--- config.mk ---
export PLATFORM = sky130hd
export DESIGN_NAME = dac_fullscale_gain_regs
export DESIGN_NICKNAME = d
export VERILOG_FILES = /design/src/rtl/dac_gain_pkg.sv /design/src/rtl/pin_sync.sv /design/src/rtl/dac_fullscale_gain_regs.sv
export SDC_FILE = /design/constraint.sdc
export NUM_CORES = 1
export LEC_CHECK = 0
export BUFFER_PORTS_ARGS = -buffer_cell sky130_fd_sc_hd__buf_2
export CORE_AREA = 2 2 81 142
export DETAILED_ROUTE_END_ITERATION = 8
export DIE_AREA = 0 0 83 144
export PLACE_DENSITY = 0.68
export SLEW_MARGIN = 20
export SYNTH_ARGS = -nofsm -noshare
export SYNTH_HDL_FRONTEND = slang
export SYNTH_SLANG_ARGS = --single-unit
--- constraint.sdc ---
create_clock -name sys_clk_in -period 9.65 [get_ports sys_clk_in]
set_clock_uncertainty 0.1 [all_clocks]
set_input_delay 1.93 -clock sys_clk_in [delete_from_list [all_inputs] [get_ports sys_clk_in]]
set_output_delay 1.93 -clock sys_clk_in [all_outputs]
set_load 0.01 [all_outputs]
--- src/rtl/dac_gain_pkg.sv ---
// Operation
// (RULE1) Channel 0 upper gain register keeps the two top code bits in [1:0], read and write.
// (RULE2) Channel 0 lower gain register at the next address keeps the eight low code bits.
// (RULE3) Channel 1 upper gain register keeps its two top code bits in [1:0], same coding.
// (RULE4) Channel 1 lower gain register keeps its eight low code bits, read and write.
// (RULE5) Channel 2 upper gain register keeps its two top code bits in [1:0], same coding.
// (RULE6) Channel 2 lower gain register keeps its eight low code bits, read and write.
// (RULE7) Each assembled 10-bit code is twos complement: max positive is largest current.
// (RULE8) All gain fields clear on reset; upper bits [7:2] read zero and ignore writes.
package dac_gain_pkg;

  // ----------------------------------------------------------------
  // Widths
  // ----------------------------------------------------------------
  localparam int ADDR_W  = 15;
  localparam int DATA_W  = 8;
  localparam int HIGH_W  = 2;
  localparam int CODE_W  = 10;
  localparam int NUM_CH  = 3;
  localparam int CNT_W   = 5;

  // ----------------------------------------------------------------
  // Register map
  // ----------------------------------------------------------------
  localparam logic [14:0] CH0_GAIN_HIGH_OFS = 15'h040;
  localparam logic [14:0] CH0_GAIN_LOW_OFS  = 15'h041;
  localparam logic [14:0] CH1_GAIN_HIGH_OFS = 15'h042;
  localparam logic [14:0] CH1_GAIN_LOW_OFS  = 15'h043;
  localparam logic [14:0] CH2_GAIN_HIGH_OFS = 15'h044;
  localparam logic [14:0] CH2_GAIN_LOW_OFS  = 15'h045;

  localparam logic [1:0]  GAIN_HIGH_RESET   = 2'h0;
  localparam logic [7:0]  GAIN_LOW_RESET    = 8'h00;
  localparam logic [7:0]  UNMAPPED_READ     = 8'h00;
  localparam logic [5:0]  HIGH_RESERVED     = 6'h00;

  // ----------------------------------------------------------------
  // Serial frame layout
  // ----------------------------------------------------------------
  localparam int          INSTR_W           = 16;
  localparam int          INSTR_READ_BIT    = 15;
  localparam logic [4:0]  INSTR_LAST        = 5'h0f;
  localparam logic [4:0]  DATA_LAST         = 5'h07;
  localparam logic [4:0]  CNT_ZERO          = 5'h00;
  localparam logic [4:0]  CNT_ONE           = 5'h01;
  localparam logic [14:0] ADDR_STEP         = 15'h0001;

  typedef enum logic [1:0] {
    PH_IDLE,
    PH_INSTR,
    PH_DATA
  } phase_t;

endpackage

--- src/rtl/pin_sync.sv ---
module pin_sync
  import dac_gain_pkg::*;
#(
  parameter logic RESET_VAL = 1'b0
)
(
  input  wire logic sys_clk_in,
  input  wire logic reset_in,
  input  wire logic pin_in,
  output logic      sync_out
);

  logic meta;

  // ----------------------------------------------------------------
  // Two stages, first one read only by the second
  // ----------------------------------------------------------------
  always_ff @(posedge sys_clk_in or posedge reset_in)
  begin
    if (reset_in)
    begin
      meta     <= RESET_VAL;
      sync_out <= RESET_VAL;
    end
    else
    begin
      meta     <= pin_in;
      sync_out <= meta;
    end
  end

endmodule

--- src/rtl/dac_fullscale_gain_regs.sv ---
module dac_fullscale_gain_regs
  import dac_gain_pkg::*;
(
  input  wire logic        sys_clk_in,
  input  wire logic        reset_in,
  input  wire logic        spi_sclk_in,
  input  wire logic        spi_csb_n_in,
  input  wire logic        spi_sdio_in,
  output logic             spi_sdio_out,
  output logic             spi_sdio_oe_n_out,
  output logic [9:0]       ch0_fullscale_code_out,
  output logic [9:0]       ch1_fullscale_code_out,
  output logic [9:0]       ch2_fullscale_code_out
);

  // ----------------------------------------------------------------
  // Pin synchronisers
  // ----------------------------------------------------------------
  logic sclk_s;
  logic csb_n_s;
  logic sdio_s;

  pin_sync #(.RESET_VAL(1'b0)) u_sync_sclk
  (
    .sys_clk_in (sys_clk_in),
    .reset_in   (reset_in),
    .pin_in     (spi_sclk_in),
    .sync_out   (sclk_s)
  );

  pin_sync #(.RESET_VAL(1'b1)) u_sync_csb
  (
    .sys_clk_in (sys_clk_in),
    .reset_in   (reset_in),
    .pin_in     (spi_csb_n_in),
    .sync_out   (csb_n_s)
  );

  pin_sync #(.RESET_VAL(1'b0)) u_sync_sdio
  (
    .sys_clk_in (sys_clk_in),
    .reset_in   (reset_in),
    .pin_in     (spi_sdio_in),
    .sync_out   (sdio_s)
  );

  // ----------------------------------------------------------------
  // Storage
  // ----------------------------------------------------------------
  logic [1:0]        gain_high [NUM_CH];
  logic [7:0]        gain_low  [NUM_CH];

  logic              sclk_prev;
  phase_t            phase;
  phase_t            next_phase;
  logic [4:0]        bit_cnt;
  logic [14:0]       instr_shift;
  logic [7:0]        data_shift;
  logic [7:0]        out_shift;
  logic [14:0]       cur_addr;
  logic              read_mode;

  // ----------------------------------------------------------------
  // Address helpers
  // ----------------------------------------------------------------
  function automatic logic [14:0] high_ofs(input int ch);
    case (ch)
      0:       high_ofs = CH0_GAIN_HIGH_OFS;
      1:       high_ofs = CH1_GAIN_HIGH_OFS;
      default: high_ofs = CH2_GAIN_HIGH_OFS;
    endcase
  endfunction

  function automatic logic [14:0] low_ofs(input int ch);
    case (ch)
      0:       low_ofs = CH0_GAIN_LOW_OFS;
      1:       low_ofs = CH1_GAIN_LOW_OFS;
      default: low_ofs = CH2_GAIN_LOW_OFS;
    endcase
  endfunction

  // Reserved upper bits are stitched in as zero here, never stored
  function automatic logic [7:0] read_byte(input logic [14:0] addr,
                                           input logic [1:0]  h0,
                                           input logic [7:0]  l0,
                                           input logic [1:0]  h1,
                                           input logic [7:0]  l1,
                                           input logic [1:0]  h2,
                                           input logic [7:0]  l2);
    case (addr)
      CH0_GAIN_HIGH_OFS: read_byte = {HIGH_RESERVED, h0}; // RULE1 RULE8
      CH0_GAIN_LOW_OFS:  read_byte = l0;                  // RULE2
      CH1_GAIN_HIGH_OFS: read_byte = {HIGH_RESERVED, h1}; // RULE3 RULE8
      CH1_GAIN_LOW_OFS:  read_byte = l1;                  // RULE4
      CH2_GAIN_HIGH_OFS: read_byte = {HIGH_RESERVED, h2}; // RULE5 RULE8
      CH2_GAIN_LOW_OFS:  read_byte = l2;                  // RULE6
      default:           read_byte = UNMAPPED_READ;
    endcase
  endfunction

  // ----------------------------------------------------------------
  // Edge and frame decode
  // ----------------------------------------------------------------
  wire         frame_on     = ~csb_n_s;
  wire         sclk_rise    = frame_on & sclk_s & ~sclk_prev;
  wire         sclk_fall    = frame_on & ~sclk_s & sclk_prev;
  wire         instr_rise   = sclk_rise & (phase == PH_INSTR);
  wire         data_rise    = sclk_rise & (phase == PH_DATA);
  wire         instr_done   = instr_rise & (bit_cnt == INSTR_LAST);
  wire         byte_done    = data_rise & (bit_cnt == DATA_LAST);
  wire [15:0]  next_instr   = {instr_shift, sdio_s};
  wire [7:0]   next_data    = {data_shift[6:0], sdio_s};
  wire         write_en     = byte_done & ~read_mode;
  wire         read_fall    = sclk_fall & (phase == PH_DATA) & read_mode;
  wire [14:0]  start_addr   = next_instr[14:0];
  wire [14:0]  next_addr    = 15'(cur_addr + ADDR_STEP);
  wire [7:0]   start_byte   = read_byte(start_addr,
                                        gain_high[0], gain_low[0],
                                        gain_high[1], gain_low[1],
                                        gain_high[2], gain_low[2]);
  wire [7:0]   stream_byte  = read_byte(next_addr,
                                        gain_high[0], gain_low[0],
                                        gain_high[1], gain_low[1],
                                        gain_high[2], gain_low[2]);

  // ----------------------------------------------------------------
  // Frame phase
  // ----------------------------------------------------------------
  always_comb
  begin
    next_phase = phase;
    case (phase)
      PH_IDLE:
      begin
        if (frame_on)
          next_phase = PH_INSTR;
      end
      PH_INSTR:
      begin
        if (!frame_on)
          next_phase = PH_IDLE;
        else if (instr_done)
          next_phase = PH_DATA;
      end
      PH_DATA:
      begin
        if (!frame_on)
          next_phase = PH_IDLE;
      end
      default:
        next_phase = PH_IDLE;
    endcase
  end

  always_ff @(posedge sys_clk_in or posedge reset_in)
  begin
    if (reset_in)
    begin
      phase     <= PH_IDLE;
      sclk_prev <= 1'b0;
    end
    else
    begin
      phase     <= next_phase;
      sclk_prev <= sclk_s;
    end
  end

  // ----------------------------------------------------------------
  // Bit counter
  // ----------------------------------------------------------------
  always_ff @(posedge sys_clk_in or posedge reset_in)
  begin
    if (reset_in)
      bit_cnt <= CNT_ZERO;
    else if (!frame_on)
      bit_cnt <= CNT_ZERO;
    else if (instr_done || byte_done)
      bit_cnt <= CNT_ZERO;
    else if (sclk_rise)
      bit_cnt <= 5'(bit_cnt + CNT_ONE);
  end

  // ----------------------------------------------------------------
  // Instruction and data shifters
  // ----------------------------------------------------------------
  always_ff @(posedge sys_clk_in or posedge reset_in)
  begin
    if (reset_in)
    begin
      instr_shift <= '0;
      data_shift  <= '0;
    end
    else
    begin
      if (instr_rise)
        instr_shift <= next_instr[14:0];
      if (data_rise)
        data_shift <= next_data;
    end
  end

  // Address steps up after every byte so a frame may stream
  always_ff @(posedge sys_clk_in or posedge reset_in)
  begin
    if (reset_in)
    begin
      cur_addr  <= '0;
      read_mode <= 1'b0;
    end
    else if (instr_done)
    begin
      cur_addr  <= start_addr;
      read_mode <= next_instr[INSTR_READ_BIT];
    end
    else if (byte_done)
      cur_addr <= next_addr;
  end

  // ----------------------------------------------------------------
  // Gain registers
  // ----------------------------------------------------------------
  // Partial bytes cut off by chip select are dropped, never written
  always_ff @(posedge sys_clk_in or posedge reset_in)
  begin
    if (reset_in)
    begin
      for (int i = 0; i < NUM_CH; i++)
      begin
        gain_high[i] <= GAIN_HIGH_RESET; // RULE8
        gain_low[i]  <= GAIN_LOW_RESET;  // RULE8
      end
    end
    else if (write_en)
    begin
      for (int i = 0; i < NUM_CH; i++)
      begin
        if (cur_addr == high_ofs(i))
          gain_high[i] <= next_data[1:0]; // RULE1 RULE3 RULE5 RULE8
        if (cur_addr == low_ofs(i))
          gain_low[i] <= next_data;       // RULE2 RULE4 RULE6
      end
    end
  end

  // ----------------------------------------------------------------
  // Readback path
  // ----------------------------------------------------------------
  // Bits leave on the falling clock so the host samples them settled
  always_ff @(posedge sys_clk_in or posedge reset_in)
  begin
    if (reset_in)
      out_shift <= '0;
    else if (instr_done)
      out_shift <= start_byte;
    else if (byte_done)
      out_shift <= stream_byte;
    else if (read_fall)
      out_shift <= {out_shift[6:0], 1'b0};
  end

  always_ff @(posedge sys_clk_in or posedge reset_in)
  begin
    if (reset_in)
    begin
      spi_sdio_out      <= 1'b0;
      spi_sdio_oe_n_out <= 1'b1;
    end
    else if (!frame_on)
    begin
      spi_sdio_out      <= 1'b0;
      spi_sdio_oe_n_out <= 1'b1;
    end
    else if (read_fall)
    begin
      spi_sdio_out      <= out_shift[7];
      spi_sdio_oe_n_out <= 1'b0;
    end
  end

  // ----------------------------------------------------------------
  // Assembled codes
  // ----------------------------------------------------------------
  // Codes pass on as raw twos complement; current mapping is analog
  always_ff @(posedge sys_clk_in or posedge reset_in)
  begin
    if (reset_in)
    begin
      ch0_fullscale_code_out <= '0;
      ch1_fullscale_code_out <= '0;
      ch2_fullscale_code_out <= '0;
    end
    else
    begin
      ch0_fullscale_code_out <= {gain_high[0], gain_low[0]}; // RULE7
      ch1_fullscale_code_out <= {gain_high[1], gain_low[1]}; // RULE7
      ch2_fullscale_code_out <= {gain_high[2], gain_low[2]}; // RULE7
    end
  end

endmodule

### Word level (Yosys, flattened, before mapping)

Cells that the tools add are included.

| cells by class | value |
|---|---|
| $add $sub $neg | 2 |
| eq/ne operators | 25 |
| mux-type cells | 25 |
| bitwise logic cells | 15 |
| reduce and logical (&&, ||, !) cells | 13 |

Operators with widths:

| kind | count |
|---|---|
| 15-bit by 7-bit == test with 1-bit output (second input constant) | 12 |
| 15-bit two-way mux | 8 |
| 8-bit case mux with 6 select lines | 2 |
| 15-bit == test | 6 |
| 8-bit two-way mux | 3 |
| 15-bit by 1-bit adder with 15-bit output (second input constant) | 1 |
| 5-bit two-way mux | 3 |
| 2-bit AND reduction | 6 |
| 1-bit bitwise AND | 11 |
| 2-bit two-way mux | 4 |
| 2-bit case mux with 3 select lines | 1 |
| 3-bit nonzero test | 2 |
| 5-bit by 1-bit adder with 5-bit output (second input constant) | 1 |
| 5-bit by 3-bit == test with 1-bit output (second input constant) | 1 |
| 5-bit by 4-bit == test with 1-bit output (second input constant) | 1 |
| 1-bit two-way mux | 4 |
| 1-bit inverter | 4 |
| 2-bit nonzero test | 2 |
| 3-bit by 2-bit != test with 1-bit output (second input constant) | 1 |
| 3-bit AND reduction | 1 |
| 2-bit by 1-bit == test with 1-bit output (second input constant) | 1 |
| 2-bit == test (second input constant) | 1 |
| 2-bit zero test | 1 |
| 2-bit by 1-bit != test with 1-bit output (second input constant) | 1 |
| 2 further kinds | 2 |

| word-level totals | value |
|---|---|
| flip-flop bits (word level) | 122 |

### Longest topological paths before layout

Gate-level depths: netlist (run 1).

| depth | value |
|---|---|
| word-level depth | 9 |
| depth in mapped cells | 10 |
| depth with buffers taken out | 8 |

### Cells and area by module

From an unflattened synthesis (run 1), not the netlist that was laid out.

| second synthesis, totals | value |
|---|---|
| cells, all modules | 474 |
| area total of the unflattened synthesis | 5,599.1 sq um |

Modules (own cells, without submodules):

| module | instances | cells an instance | area an instance (sq um) |
|---|---|---|---|
| dac_fullscale_gain_regs | 1 | 465 | 5,435.2 |
| pin_sync at u_sync_sclk ... | 2 | 3 | 53.8 |
| pin_sync at u_sync_csb | 1 | 3 | 56.3 |

### Worst setup path before layout (run 1)

No wires, ideal clock.

| timing | value |
|---|---|
| path type | register -> output |
| start point | reg spi_sdio_oe_n_out |
| end point | out spi_sdio_oe_n_out |
| data arrival time | 529 ps |
| slack | 7,091 ps |
| stages on the path, launching flop included | 1 |
| path buffers | 0 |
| cell sequence | dfstp_2 |

RTL lines:

| item | RTL line | RTL |
|---|---|---|
| start, declared | dac_fullscale_gain_regs.sv:10 | `output logic spi_sdio_oe_n_out,` |
| start signal, assigned | dac_fullscale_gain_regs.sv:267 | `spi_sdio_oe_n_out <= 1'b1;` |
| start signal, assigned | dac_fullscale_gain_regs.sv:272 | `spi_sdio_oe_n_out <= 1'b1;` |
| start signal, assigned | dac_fullscale_gain_regs.sv:277 | `spi_sdio_oe_n_out <= 1'b0;` |

No word-level cell between the ends.

### Final worst setup path (run 1)

| timing | value |
|---|---|
| start point | reg sclk_prev |
| end point | reg gain_low[16] (netlist name) |

| on the way | value |
|---|---|
| longest elaborated chain between the ends | 6 |

RTL lines:

| item | RTL line | RTL |
|---|---|---|
| start, declared | dac_fullscale_gain_regs.sv:53 | `logic sclk_prev;` |
| start signal, assigned | dac_fullscale_gain_regs.sv:165 | `sclk_prev <= sclk_s;` |
| 1-bit inverter | dac_fullscale_gain_regs.sv:105 | `wire sclk_rise = frame_on & sclk_s & ~sclk_prev;` |
| 1-bit bitwise AND | dac_fullscale_gain_regs.sv:105 |  |
| 1-bit bitwise AND | dac_fullscale_gain_regs.sv:108 | `wire data_rise = sclk_rise & (phase == PH_DATA);` |
| 1-bit bitwise AND | dac_fullscale_gain_regs.sv:110 | `wire byte_done = data_rise & (bit_cnt == DATA_LAST);` |
| 1-bit bitwise AND | dac_fullscale_gain_regs.sv:113 | `wire write_en = byte_done & ~read_mode;` |
| 2-bit AND reduction (no source line) | n/a |  |
| end signal, assigned by index | dac_fullscale_gain_regs.sv:241 | `gain_low[i] <= next_data;` |
| end, declared | dac_fullscale_gain_regs.sv:51 | `logic [7:0] gain_low [NUM_CH];` |

No other way between the ends.
A chain may end at the register's enable or synchronous reset.

==> impl_metrics.csv, run 1 <==
group,metric,value,unit
layout,regArea,3060,um^2
timing,finalSetupTns,0,ps
cts,cts.hold.buffers_added,0,
cts,cts_resized,0,
die,coreArea,10900,um^2
routing,drcViolationCount,0,
global_routing,gr-total-overflow,0,
global_routing,gr-usage-all-layers,21.4,%
cts,clkSinkCount,122,
synth,synthArstFlopShare,100,%
die,dieArea,12000,um^2
timing,rsz0062_at_grt,"false",
synth,synth_area,5540,um^2
die,row_count,51,
timing,fmax,281,MHz
critical_path,required,9840,ps
critical_path,crit_arrival,3750,ps
synth,synth.avg_cell_area,12.2,um^2
critical_path,worst_setup_path_end_kind,"flip-flop",
timing,setup_viol,0,
synth,synth-edff-count,0,
die,die_w,83,um
min_path,hold_class,"flip-flop to flip-flop",
power_and_ir_drop,p_leak,2.99,nW
layout,drive_above_1_share,27.0,%
timing,fin_crit_sh,36.9,%
power_and_ir_drop,power.total,0.00115,W
global_routing,grt_max_degree,75,
timing,finalHoldViolations,0,
routing,wl,11.9,mm
placement,portBuffers,36,
critical_path,startpoint_type,"flip-flop",
placement,hpwlAfterDp,8.14,mm
placement,place_congestion,0.805,
timing,post-route-min-period,3560,ps
die,dieHeight,144,um
synth,synth-seq-cells,122,
synth,synthesis.nets,464,
timing,slew_headroom,38.7,%
flow_run,maxCapViolations,0,
synth,yosysWarningCount,0,
synth,ys.flop_type,"dfrtp_1",
status,outcome,"completed",
routing,via_count,3759,
routing,ant_nets,0,
synth,synthTopCellsByCount,"dfrtp_1, mux2_2, o21ai_0",
critical_path,critPathMaxFanout,22,
power_and_ir_drop,max-vdd-ir-drop,0.136,mV
global_routing,antenna_found_initial,0,
routing,wire_per_inst,19.0,um
layout,nets,491,
cts,cts_root_buffer,"clkbuf_16",
timing,tightestPinTransition,919,ps
cts,clk_pin_slew,60,ps
power_and_ir_drop,powerDensity,183,nW/um^2
cts,clock_path_buffers,2,
global_routing,grt_pass1_wl,19.8,mm
die,ios,37,
timing,slew_violations,0,
die,start_util,50.7,%
synth,syn_inst,452,
global_routing,grt_pass1_vias,3935,
layout,multiInputGateArea,2290,um^2
synth,synth_top_area_share,53.8,%
cts,insertion_delay,410,ps
routing,drt_iter0_drc,217,
cts,htreeDepth,4,
cts,cts_tree,"built",
synth,yosysSeqAreaShare,55.2,%
layout,nFillCells,876,
synth,yosysTopAreaCell,"dfrtp_1",
cts,post_cts_buffers,0,
synth,synth.distinct_cells,61,
routing,vias_per_cell,6.02,
synth,yosysMostFrequentCell,"dfrtp_1",
synth,ys_top_cells_by_area,"dfrtp_1, mux2_2, mux2_1, o21ai_0, nand2_1",
layout,areaGrowthSynthToFinish,13.2,%
critical_path,criticalPathCategory,"flip-flop to flip-flop",
routing,drtPass1Iterations,5,
layout,insertedDiodeCount,0,
cts,numCtsBuffers,17,
==> critical path, stage by stage, from the launching register on <==
cell and delay (ps):
dfrtp_1 380, nor2b_1 600, nand3_1 760, nor4_2 600, and2b_1 220, and2_1 410, mux2_1 370
==> sequential cells by signal (all words and copies together) (netlist names), 2 cells and up <==
signal                  cells
bit_cnt                     5
ch0_fullscale_code_out     10
ch1_fullscale_code_out     10
ch2_fullscale_code_out     10
cur_addr                   15
data_shift                  7
gain_high                   6
gain_low                   24
instr_shift                15
out_shift                   8
phase                       2
==> cells in the final DEF (no fill, tap or decap), drive strengths merged, types with 3 or more instances in the layout <==
master	n
clkinvlp	3
nand4	5
mux2	62
buf	37
xnor2	4
dfstp	3
clkinv	6
and2	5
clkbuf	20
o21ai	28
a221o	9
nor3	10
dfrtp	119
nand3	11
xor2	5
ha	7
o311ai	4
nor2	25
nand2	27
a21oi	10
nand3b	4
nor3b	4
o22a	7
o22ai	3
inv	8
a31oi	3
mux2i	10
nor4	13
a22oi	8
and3	7
==> logic make-up after synthesis <==
family | after synthesis | share of synthesized area, %
XOR/XNOR | 9 | 1.42
multiplexers | 72 | 14.4
AO/OA/AOI/OAI | 87 | 11.6
AND/OR/NAND/NOR | 121 | 12.3
adder cells (fa/ha/maj) | 7 | 1.58
flip-flops | 122 | 55.2
buffers and inverters | 34 | 3.48
==> final cells by class <==
cell class / instances / share of cell area [%]
tap: 132 / 2.64
clock inverter: 12 / 1.50
clock buffer: 20 / 7.13
sequential: 122 / 48.8
multi-input combinational: 296 / 36.6
inverter: 5 / 0.340
timing repair buffer: 37 / 3.00
==> worst paths after layout <==
kind                                   from                         to  slack, ps  cells past startpoint
setup / recovery                  sclk_prev               gain_low[16]       6090                      6
hold / removal             u_sync_sclk.meta       u_sync_sclk.sync_out        250                      0
setup reg to reg                  sclk_prev               gain_low[16]       6090                      6
hold reg to reg            u_sync_sclk.meta       u_sync_sclk.sync_out        250                      0
max in group asynchronous          reset_in                cur_addr[2]       6610                      3
min in group asynchronous          reset_in  ch2_fullscale_code_out[9]       1490                      2
==> report_power, final <==
group / internal, W / switching (W)
clock network: 0.000337 / 0.000230
registers: 0.000523 / 0.0000256
logic: 0.0000164 / 0.0000168
==> stage by stage <==
step                      utilization (%)  worst slack (ps)  hold WS [ps]  area (um^2)  cells
after floorplan                         -              4380           231         5540    452
after global placement               52.4              6140           237         5720    592
after detailed placement             52.4              6080           237         5720    592
after CTS                            57.3              6120           250         6260    624
after global routing                 57.4              5840           264         6260    624
final                                57.4              6090           247         6260    624
==> layer usage <==
layer  vias up  GRT usage [%]  share of wire [%]
met2       114           38.8                 55
met4         0           11.3                3.2
li1       1721              -                  -
met1      1892           23.1                 38
met5         -              0                  0
met3        32           4.91                3.5
Power figures use the tool's default switching activity.
==> inputs of run 2 (changes only) <==
--- a/config.mk
+++ b/config.mk
@@ -9,7 +9,7 @@
 export CORE_AREA = 2 2 81 142
 export DETAILED_ROUTE_END_ITERATION = 8
 export DIE_AREA = 0 0 83 144
-export PLACE_DENSITY = 0.68
+export PLACE_DENSITY = 0.71
 export SLEW_MARGIN = 20
 export SYNTH_ARGS = -nofsm -noshare
 export SYNTH_HDL_FRONTEND = slang
==> constraint.sdc (replaced) <==
create_clock -name sys_clk_in -period 3 [get_ports sys_clk_in]
set_clock_uncertainty 0.1 [all_clocks]
set_input_delay 0.6 -clock sys_clk_in [delete_from_list [all_inputs] [get_ports sys_clk_in]]
set_output_delay 0.6 -clock sys_clk_in [all_outputs]
set_load 0.01 [all_outputs]
==> run 2 against run 1 <==
  * Critical endpoint is now out_shift[5]
  * Sequential cell count is the same
  * Global-route usage grew 0.97 points
  * Hold slack lost 64 ps
  * Largest cell class unchanged
==> impl_metrics.csv, run 2 (synthesized netlist as in run 1, its figures left out) <==
group,metric,value,unit
status,outcome,"completed",
cts,cts_resized,0,
critical_path,cp_top_family,"simple AND/OR/NAND/NOR gates",
timing,tightestPinTransition,823,ps
die,dieHeight,144,um
routing,ant_nets,0,
cts,post_cts_buffers,0,
layout,nets,502,
cts,cts_root_buffer,"clkbuf_16",
critical_path,crit_buf_inv,0,
timing,rsz0062_at_grt,"false",
cts,htreeDepth,4,
critical_path,cp_slowest_cell,"or4_4",
placement,place_congestion,0.857,
critical_path,cp_cell_sequence,"ha_1 -> nand3_4 -> or4_4 -> a22oi_4 -> nand4_4 -> nor4_1 -> o22a_1",
timing,fmax,368,MHz
layout,largest_reg_flops,24,
flow_run,maxCapViolations,0,
critical_path,startpoint_type,"flip-flop",
layout,insertedDiodeCount,0,
routing,vias_per_cell,6.03,
layout,areaGrowthSynthToFinish,15.3,%
cts,numCtsBuffers,17,
layout,regArea,3060,um^2
die,ios,37,
layout,nFillCells,907,
global_routing,grt_max_degree,57,
critical_path,crit_arrival,2970,ps
critical_path,required,3250,ps
global_routing,gr-usage-all-layers,22.3,%
cts,cts.hold.buffers_added,0,
critical_path,criticalPathCategory,"flip-flop to flip-flop",
cts,clkSinkCount,122,
power_and_ir_drop,max-vdd-ir-drop,0.429,mV
timing,post-route-min-period,2720,ps
die,dieArea,12000,um^2
routing,drt_iter0_drc,202,
timing,final.setup.worst_slack,281,ps
cts,cts_tree,"built",
die,coreArea,10900,um^2
global_routing,antenna_found_initial,0,
layout,multiInputGateArea,2290,um^2
routing,via_count,3815,
die,die_w,83,um
timing,finalSetupTns,0,ps
die,start_util,50.7,%
power_and_ir_drop,powerDensity,593,nW/um^2
placement,portBuffers,36,
die,row_count,51,
timing,finalHoldViolations,0,
layout,fin_cells,633,
layout,top_regs,"gain_low: 24 flops, cur_addr: 15 flops, instr_shift: 15 flops",
critical_path,worst_setup_path_end_kind,"flip-flop",
layout,layout_commonest_cell,"dfrtp_1",
cts,clk_pin_slew,60,ps
critical_path,critPathMaxFanout,10,
timing,fin_crit_sh,90.6,%
cts,clock_path_buffers,2,
placement,hpwlAfterDp,8.76,mm
layout,final_cell_mix,"dfrtp_1, mux2_2, buf_2",
routing,drcViolationCount,0,
routing,wire_per_inst,19.7,um
global_routing,grt_pass1_wl,20.7,mm
global_routing,grt_pass1_vias,4027,
timing,setup_viol,0,
routing,wl,12.5,mm
min_path,hold_class,"primary input to async pin",
timing,slew_violations,0,
placement,dp_slack,284,ps
global_routing,gr-total-overflow,0,
critical_path,cpPeakStageDelay,570,ps
routing,drtPass1Iterations,4,
layout,drive_above_1_share,28.3,%
layout,top_register,"gain_low",
timing,slew_headroom,45.0,%
cts,insertion_delay,410,ps
power_and_ir_drop,p_leak,3.04,nW
placement,placed_cells,603,
run 2: cell types whose count changed in the layout (fill, tap and decap cells not counted), sizes merged:
cell      before  now
buf           37   48
bufinv         0    1
clkinvlp       3    7
clkinv         6    3
inv            8    4
run 2: report_power, final:
| part | switching [W] | leakage, nW | internal (W) | total [W] |
|---|---|---|---|---|
| Sequential | 0.0000688 | 1.67 | 0.00168 | 0.00175 |
| Clock | 0.000716 | 0.252 | 0.00117 | 0.00189 |
| Combinational | 0.0000796 | 1.11 | 0.0000666 | 0.000146 |
| Total | 0.000864 | 3.04 | 0.00292 | 0.00378 |
run 2: path summary, 6_finish.rpt:
kind,end,startpoint,slack (ps),cells after the start
min in group sys_clk_in,u_sync_sdio.meta,spi_sdio_in,200,1
max in group asynchronous,ch2_fullscale_code_out[6],reset_in,1920,3
worst max-delay path,out_shift[5],cur_addr[0],280,7
worst min register to register,u_sync_sdio.sync_out,u_sync_sdio.meta,250,0
worst min-delay path,ch1_fullscale_code_out[0],reset_in,180,2
worst max register to register,out_shift[5],cur_addr[0],280,7
run 2: per-layer routing:
metal	global-route usage (%)	vias up	routed length, um
li1	-	1746	-
met4	12.6	0	384
met5	0	-	0
met3	4.74	35	354
met2	40.7	99	6900
met1	23.8	1935	4820
run 2: metrics by stage:
stage / utilization, % / power, W / instance area, um^2 / hold WS [ps]
global route: 58.5 / 0.00391 / 6380 / 183
detailed placement: 53.4 / 0.00193 / 5830 / 238
CTS: 58.5 / 0.00382 / 6380 / 183
finish: 58.5 / 0.00378 / 6380 / 183
global placement: 53.4 / 0.00192 / 5830 / 235
floorplan: - / 0.00186 / 5540 / 231
run 2: layout make-up:
type / instances / share of cell area, %
Tap cell: 132 / 2.59
Sequential cell: 122 / 47.9
Inverter: 5 / 0.353
Timing Repair Buffer: 48 / 4.63
Clock buffer: 20 / 7.16
Multi-Input combinational cell: 296 / 35.8
Clock inverter: 10 / 1.53
